===== src/standby_map.vh =====
`ifndef STANDBY_MAP_VH
`define STANDBY_MAP_VH

// register byte offsets (low address byte)
`define OFS_CTRL 8'h00
`define OFS_IDLE_RUN 8'h04
`define OFS_STATUS 8'h08

// control register fields
`define F_MODE 1:0
`define F_WARM 3:2
`define F_SLOW 4
`define F_HOSC 5
`define CTRL_W 6
`define CTRL_RST 6'h20

// standby mode select codes
`define MODE_IDLE 2'h0
`define MODE_SLEEP 2'h1
`define MODE_STOP 2'h2

// idle run-enable register fields
`define IR_TIMER 0
`define IR_TBASE 1
`define IR_SERIAL 2
`define IR_SBUS 3
`define IR_ADC 4
`define IR_WDT 5
`define IR_TMR32 6
`define IR_W 7
`define IR_RST 7'h00

// clock enable vector bit positions
`define EN_CPU 0
`define EN_OSC 1
`define EN_PLL 2
`define EN_CG 3
`define EN_DMA 4
`define EN_INTERRUPT_CONTROLLER 5
`define EN_EBIF 6
`define EN_IO 7
`define EN_KEY_WAKEUP_LOGIC 8
`define EN_BACKUP 9
`define EN_PULSE 10
`define EN_TIMER 11
`define EN_TBASE 12
`define EN_SERIAL 13
`define EN_SBUS 14
`define EN_ADC 15
`define EN_WDT 16
`define EN_TMR32 17
`define EN_W 18
`define EN_RST 18'h00000

// ahb transfer type
`define HTRANS_NONSEQ 2'h2

`endif


===== src/standby_mode_controller.v =====
`timescale 1ns/1ns
`include "standby_map.vh"

module standby_mode_controller #(
  parameter [16:0] WARM_CNT0 = 17'h00100,
  parameter [16:0] WARM_CNT1 = 17'h00100,
  parameter [16:0] WARM_CNT2 = 17'h04000,
  parameter [16:0] WARM_CNT3 = 17'h10000
) (
  input wire hclk,
  input wire hresetn,
  input wire hsel,
  input wire [31:0] haddr,
  input wire [1:0] htrans,
  input wire hwrite,
  input wire [2:0] hsize,
  input wire [31:0] hwdata,
  input wire hready,
  output reg hreadyout,
  output reg hresp,
  output reg [31:0] hrdata,
  input wire reduced_power_select_bit,
  input wire wait_done,
  input wire irq_req,
  input wire [3:0] irq_level,
  input wire [3:0] irq_mask,
  input wire nmi_req,
  input wire dma_bus_req,
  input wire backup_mode_pin,
  output wire [`EN_W-1:0] clk_en,
  output reg core_hold,
  output reg dma_bus_grant,
  output reg backup_ram_en,
  output reg backup_lowpower,
  output reg standby_active
);

  localparam [2:0] ST_RUN = 3'h0;
  localparam [2:0] ST_HALT = 3'h1;
  localparam [2:0] ST_DOZE = 3'h2;
  localparam [2:0] ST_SLEEP = 3'h3;
  localparam [2:0] ST_STOP = 3'h4;
  localparam [2:0] ST_WARM = 3'h5;

  reg [`CTRL_W-1:0] ctrl_q;
  reg [`IR_W-1:0] idle_run_q;
  reg [2:0] state_q;
  reg [2:0] state_d;
  reg slow_q;
  reg [16:0] warm_cnt_q;
  reg [16:0] warm_cnt_d;
  reg [16:0] warm_load;
  reg bkm_meta_q;
  reg bkm_q;
  reg wr_pend_q;
  reg [7:0] wr_addr_q;
  reg [`EN_W-1:0] en_d;
  reg [31:0] rd_word;
  wire addr_phase;
  wire wake;

  // address phase of a valid transfer to this slave
  assign addr_phase = hsel & hready & htrans[1];

  // unmasked interrupt or nmi releases any standby state
  assign wake = nmi_req | (irq_req & (irq_level > irq_mask));

  // backup mode pin passes two flops before use
  always @(posedge hclk or negedge hresetn)
  begin
    if (!hresetn)
    begin
      bkm_meta_q <= 1'b0;
      bkm_q <= 1'b0;
    end
    else
    begin
      bkm_meta_q <= backup_mode_pin;
      bkm_q <= bkm_meta_q;
    end
  end

  // read mux of the register file
  always @*
  begin
    rd_word = 32'h00000000;
    if (haddr[7:0] == `OFS_CTRL)
      rd_word[`CTRL_W-1:0] = ctrl_q;
    else if (haddr[7:0] == `OFS_IDLE_RUN)
      rd_word[`IR_W-1:0] = idle_run_q;
    else if (haddr[7:0] == `OFS_STATUS)
      rd_word[5:0] = {dma_bus_grant, bkm_q, slow_q, state_q};
  end

  // ahb-lite slave: zero wait state, always okay
  always @(posedge hclk or negedge hresetn)
  begin
    if (!hresetn)
    begin
      hreadyout <= 1'b1;
      hresp <= 1'b0;
      hrdata <= 32'h00000000;
      wr_pend_q <= 1'b0;
      wr_addr_q <= 8'h00;
    end
    else
    begin
      hreadyout <= 1'b1;
      hresp <= 1'b0;
      wr_pend_q <= addr_phase & hwrite;
      if (addr_phase)
        wr_addr_q <= haddr[7:0];
      if (addr_phase & ~hwrite)
        hrdata <= rd_word;
    end
  end

  // register writes land in the data phase
  always @(posedge hclk or negedge hresetn)
  begin
    if (!hresetn)
    begin
      ctrl_q <= `CTRL_RST;
      idle_run_q <= `IR_RST;
    end
    else if (wr_pend_q)
    begin
      if (wr_addr_q == `OFS_CTRL)
        ctrl_q <= hwdata[`CTRL_W-1:0];
      else if (wr_addr_q == `OFS_IDLE_RUN)
        idle_run_q <= hwdata[`IR_W-1:0];
    end
  end

  // warm-up length chosen by the control field
  always @*
  begin
    case (ctrl_q[`F_WARM])
      2'h0: warm_load = WARM_CNT0;
      2'h1: warm_load = WARM_CNT1;
      2'h2: warm_load = WARM_CNT2;
      default: warm_load = WARM_CNT3;
    endcase
  end

  // standby state machine
  always @*
  begin
    state_d = state_q;
    warm_cnt_d = warm_cnt_q;
    case (state_q)
      ST_RUN:
      begin
        if (wait_done)
        begin
          if (ctrl_q[`F_MODE] == `MODE_STOP)
            state_d = ST_STOP;
          else if (ctrl_q[`F_MODE] == `MODE_SLEEP)
            state_d = ST_SLEEP;
          else if (reduced_power_select_bit)
            state_d = ST_DOZE;
          else
            state_d = ST_HALT;
        end
      end
      ST_HALT, ST_DOZE:
      begin
        if (wake)
          state_d = ST_RUN;
      end
      ST_SLEEP, ST_STOP:
      begin
        if (wake)
        begin
          if (slow_q)
            state_d = ST_RUN;
          else
          begin
            state_d = ST_WARM;
            warm_cnt_d = warm_load;
          end
        end
      end
      ST_WARM:
      begin
        if (warm_cnt_q <= 17'h00001)
          state_d = ST_RUN;
        else
          warm_cnt_d = warm_cnt_q - 17'h00001;
      end
      default:
        state_d = ST_RUN;
    endcase
  end

  // state, warm-up counter and slow mode flag
  always @(posedge hclk or negedge hresetn)
  begin
    if (!hresetn)
    begin
      state_q <= ST_RUN;
      warm_cnt_q <= 17'h00000;
      slow_q <= 1'b0;
    end
    else
    begin
      state_q <= state_d;
      warm_cnt_q <= warm_cnt_d;
      if (state_q == ST_RUN)
        slow_q <= ctrl_q[`F_SLOW]; // prior mode kept through standby
    end
  end

  // per-mode clock enable scheme
  always @*
  begin
    en_d = `EN_RST;
    case (state_q)
      ST_RUN:
      begin
        en_d[`EN_CPU] = 1'b1;
        en_d[`EN_CG] = 1'b1;
        en_d[`EN_INTERRUPT_CONTROLLER] = 1'b1;
        en_d[`EN_EBIF] = 1'b1;
        en_d[`EN_IO] = 1'b1;
        en_d[`EN_KEY_WAKEUP_LOGIC] = 1'b1;
        en_d[`EN_BACKUP] = 1'b1;
        en_d[`EN_PULSE] = 1'b1;
        en_d[`EN_DMA] = 1'b1;
        if (slow_q)
        begin
          en_d[`EN_OSC] = ctrl_q[`F_HOSC];
          en_d[`EN_PLL] = 1'b0;
        end
        else
        begin
          en_d[`EN_OSC] = 1'b1;
          en_d[`EN_PLL] = 1'b1;
          en_d[`EN_TIMER] = 1'b1;
          en_d[`EN_TBASE] = 1'b1;
          en_d[`EN_SERIAL] = 1'b1;
          en_d[`EN_SBUS] = 1'b1;
          en_d[`EN_ADC] = 1'b1;
          en_d[`EN_WDT] = 1'b1;
          en_d[`EN_TMR32] = 1'b1;
        end
      end
      ST_HALT, ST_DOZE:
      begin
        en_d[`EN_OSC] = 1'b1;
        en_d[`EN_PLL] = 1'b1;
        en_d[`EN_CG] = 1'b1;
        en_d[`EN_INTERRUPT_CONTROLLER] = 1'b1;
        en_d[`EN_KEY_WAKEUP_LOGIC] = 1'b1;
        en_d[`EN_BACKUP] = 1'b1;
        en_d[`EN_PULSE] = 1'b1;
        en_d[`EN_TIMER] = idle_run_q[`IR_TIMER];
        en_d[`EN_TBASE] = idle_run_q[`IR_TBASE];
        en_d[`EN_SERIAL] = idle_run_q[`IR_SERIAL];
        en_d[`EN_SBUS] = idle_run_q[`IR_SBUS];
        en_d[`EN_ADC] = idle_run_q[`IR_ADC];
        en_d[`EN_WDT] = idle_run_q[`IR_WDT];
        en_d[`EN_TMR32] = idle_run_q[`IR_TMR32];
        if (state_q == ST_DOZE)
        begin
          en_d[`EN_DMA] = 1'b1;
          en_d[`EN_EBIF] = 1'b1;
          en_d[`EN_IO] = 1'b1;
        end
      end
      ST_SLEEP:
      begin
        en_d[`EN_CG] = 1'b1;
        en_d[`EN_BACKUP] = 1'b1;
        en_d[`EN_PULSE] = 1'b1;
      end
      ST_STOP:
      begin
        en_d[`EN_KEY_WAKEUP_LOGIC] = 1'b1;
        en_d[`EN_BACKUP] = bkm_q;
      end
      ST_WARM:
      begin
        en_d[`EN_OSC] = 1'b1;
        en_d[`EN_CG] = 1'b1;
        en_d[`EN_KEY_WAKEUP_LOGIC] = 1'b1;
        en_d[`EN_BACKUP] = 1'b1;
      end
      default:
        en_d = `EN_RST;
    endcase
  end

  // enables retimed to the low clock phase
  gate_retime #(
    .WIDTH(`EN_W)
  ) u_gate_retime (
    .hclk(hclk),
    .hresetn(hresetn),
    .en_d(en_d),
    .en_q(clk_en)
  );

  // core side handshakes and backup controls
  always @(posedge hclk or negedge hresetn)
  begin
    if (!hresetn)
    begin
      core_hold <= 1'b0;
      dma_bus_grant <= 1'b0;
      backup_ram_en <= 1'b0;
      backup_lowpower <= 1'b0;
      standby_active <= 1'b0;
    end
    else
    begin
      core_hold <= (state_d != ST_RUN);
      dma_bus_grant <= dma_bus_req & ((state_d == ST_RUN) | (state_d == ST_DOZE));
      backup_ram_en <= (state_d == ST_RUN) & ~slow_q;
      backup_lowpower <= bkm_q & (slow_q | (state_d == ST_STOP));
      standby_active <= (state_d != ST_RUN);
    end
  end

endmodule // standby_mode_controller


===== src/gate_retime.v =====
`timescale 1ns/1ns
// re-times clock enables on the falling edge so they move only while clock is low
module gate_retime #(
  parameter WIDTH = 18
) (
  input wire hclk,
  input wire hresetn,
  input wire [WIDTH-1:0] en_d,
  output reg [WIDTH-1:0] en_q
);

  // enables change only in the clock-low phase
  always @(negedge hclk or negedge hresetn)
  begin
    if (!hresetn)
      en_q <= {WIDTH{1'b0}};
    else
      en_q <= en_d;
  end

endmodule // gate_retime


===== config.mk =====
export PLATFORM = sky130hd
export DESIGN_NAME = standby_mode_controller
export DESIGN_NICKNAME = d
export VERILOG_FILES = /design/src/standby_mode_controller.v /design/src/gate_retime.v
export VERILOG_INCLUDE_DIRS = /design/src /design/src/src
export SDC_FILE = /design/constraint.sdc
export NUM_CORES = 1
export LEC_CHECK = 0
export BUFFER_PORTS_ARGS = -buffer_cell sky130_fd_sc_hd__buf_4
export CAP_MARGIN = 20
export CORE_MARGIN = 10
export CORE_UTILIZATION = 40
export CTS_BUF_LIST = sky130_fd_sc_hd__clkbuf_16
export CTS_CLUSTER_DIAMETER = 80
export CTS_CLUSTER_SIZE = 8
export DETAILED_ROUTE_END_ITERATION = 8
export PLACE_DENSITY = 0.79
export SLEW_MARGIN = 20
export SYNTH_ARGS = -nofsm -noshare
export SYNTH_HDL_FRONTEND = slang
export SYNTH_SLANG_ARGS = --single-unit

===== constraint.sdc =====
create_clock -name hclk -period 6.6 [get_ports hclk]
set_input_delay 0.66 -clock hclk [delete_from_list [all_inputs] [get_ports hclk]]
set_output_delay 0.66 -clock hclk [all_outputs]
set_load 0.05 [all_outputs]

==> results.txt <==
outcome -> finished clean
worst-path fanout max -> 3
Initial Util -> 41.61%
final hold violations -> 0
vias in the first global route -> 2740
GR Overflow Total -> 0
worst skew pair latency -> 0.34 ns
# resized after CTS -> 0
Clock Skew -> 0.009601 ns
initial DRC count -> 187
RR Startpoint -> state_q[1]
# clock sinks -> 72
Mapped Area -> 3471 um^2
placed wire-length estimate -> 5.945 mm
Cell Area, Placed -> 3906 um^2
Synth warnings -> 0
worst-case reg-to-reg path depth -> 4
RSZ-0062 raised after global routing -> no
Hold Crit Class -> register to register
crit-path cells -> buf_4
WP data arrival -> 4.28 ns
worst endpoint required time -> 5.94 ns
critical path's slowest cell -> dfrtn_1
Routed Antenna Nets -> 0
WP buf/inv -> 1
RePlAce Congestion -> 0.8233
Worst Hold Path EP -> bkm_q
CP Capture Type -> output port
Total Power -> 1954 uW
Fin Hold WS -> 0.3479 ns
area grow syn2layout -> 21.67%
DR vias -> 2563
Rel. slew slack -> 32.56%
IO Count -> 145
Mean Syn Cell Area -> 10.24 um^2
PwrDens -> 462.6 nW/um^2
Post-synth EDFFs -> 0
register bit total from synthesis -> 72
CP Launch Type -> register
CTS Root Cell -> clkbuf_16
setup_tns -> 0 ns
CP delay by family, top -> flip-flops
die area -> 12800 um^2
Cells on Worst Hold Path -> 0
TritonCTS clock tree -> done
Slew @ Worst Pin -> 1.007 ns
htree depth -> 3
first-pass GRT wire length -> 13.21 mm
DRC viols -> 0
aggregate global-route resource usage -> 12.63%
Rows -> 33
drt via density -> 5.045
drt wl/cell -> 15.92 um
register area share after synthesis -> 51.95%
die width -> 113.2 um
core region area -> 8341 um^2
Lkg Pwr -> 0.001974 uW
synth unique cells -> 49
largest net degree at the start of global routing -> 73
routed wire length -> 8.087 mm
Post-CTS Setup Bufs -> 0
Finished Cell Area -> 4223 um^2
VDD IR max -> 217.7 uV
layout cells sized above 1 -> 25.56%
CTS Buf Count -> 9
Most used DFF post-synth -> dfrtp_1
r2r setup slk -> 1.94 ns
initial antenna violation count -> 0
synthesized instance count -> 339
# nets final -> 492
Crit path largest cell delay -> 0.43 ns
number of setup violations in the final report -> 0
hold path startpoint -> bkm_meta_q
Hold Buf Count CTS -> 0
Pins Over Slew Limit -> 0
ys async rst share -> 100.0%
clk buf depth -> 2
crit path kind -> register to output port
diode count -> 0
Die Ht -> 113.2 um
RR Endpoint -> u_gate_retime.en_q[14]
First-pass DRT Iterations -> 4
CTS clk-pin slew, worst paths -> 0.05 ns
Max Cap Viol -> 0
IO Port Bufs -> 64
==> where the power goes <==
group	total (uW)	internal, uW	switching (uW)
clock network	503	327	175
registers	655	562	93.7
logic	796	246	550
total	1950	1130	819
==> cells in the final DEF (no fill, tap or decap), drive strengths merged, types with 2 or more instances in the layout <==
cell,instances
dfrtp,55
nor2b,2
mux2,19
ha,6
clkbuf,9
nand4,4
nand4b,2
inv,19
xnor2,3
o21bai,2
o21ai,12
nor3,7
conb,27
nand2,21
nor4,7
nand3,8
a22oi,6
buf,65
o21a,3
or4,2
a31o,2
clkinv,2
nor3b,2
or3,3
a21oi,13
bufinv,2
dfrtn,16
a31oi,9
or2,5
o32ai,2
xor2,8
nor2,49
==> metrics by stage <==
step                setup slack (ns)  utilization, %  cells
detailed placement             1.649           46.83    492
floorplan                      1.670               -    364
finish                         1.656           50.63    508
global placement               1.650           46.83    492
global route                   1.625           50.63    508
CTS                            1.634           50.56    508
==> synthesized netlist by cell type, types with 3 or more instances <==
library cell	number	area (um^2)
nand4_1	4	25.02
buf_4	31	232.7
mux2_2	12	135.1
or3_1	3	18.77
nand3_1	8	40.04
dfrtn_1	16	400.4
nor3_1	6	30.03
a21oi_1	13	65.06
o21a_1	3	22.52
nor4_1	7	43.79
xor2_1	8	70.07
o21ai_0	10	50.05
mux2_1	7	78.83
buf_2	3	15.01
or2_2	3	18.77
xnor2_1	3	26.28
dfrtp_1	55	1376
inv_1	14	52.55
ha_1	6	75.07
nor2_1	49	183.9
a22oi_1	6	45.04
clkbuf_1	8	30.03
nand2_1	21	78.83
a31oi_1	9	56.30
==> how the worst max path moves through the flow <==
stage,startpoint,end,slack (ns),depth (start not counted)
after floorplan,u_gate_retime.en_q[7],clk_en[6],1.67,1
after global placement,state_q[2],u_gate_retime.en_q[14],1.65,3
after detailed placement,state_q[1],u_gate_retime.en_q[11],1.65,3
after CTS,state_q[1],u_gate_retime.en_q[12],1.63,3
after global routing,u_gate_retime.en_q[7],clk_en[4],1.62,1
final,u_gate_retime.en_q[7],clk_en[6],1.66,1
==> cell type report <==
class	instances	area, um^2
Clock inverter	7	85.08
Fill cell	748	4118
Tap cell	105	131.4
Sequential cell	72	1803
Inverter	16	60.06
Timing Repair Buffer	65	488.0
Clock buffer	9	225.2
Multi-Input combinational cell	234	1430
==> layer usage <==
metal	GRT usage [%]	wire length, um	up-vias
met5	0	0	-
met4	4.315	112	0
met3	6.022	763	10
met2	21.16	3991	82
met1	13.71	3219	1247
li1	-	-	1224
==> kinds of logic after synthesis <==
logic type,share of synthesized area (%)
flops,51.95
fa+ha+maj,2.163
compound gates,10.74
xor+xnor,2.776
buf+inv,9.733
mux,6.165
simple gates,16.26
other cells,0.2164
==> sequential cells by signal, summed over array words and instances (netlist names) <==
signal,cells
dma_bus_grant,1
ctrl_q,6
wr_pend_q,1
idle_run_q,7
bkm_meta_q,1
standby_active,1
u_gate_retime.en_q,16
state_q,3
warm_cnt_q,17
slow_q,1
backup_ram_en,1
backup_lowpower,1
wr_addr_q,8
bkm_q,1
hrdata,7
No activity file was read; power rests on OpenSTA's default activity.
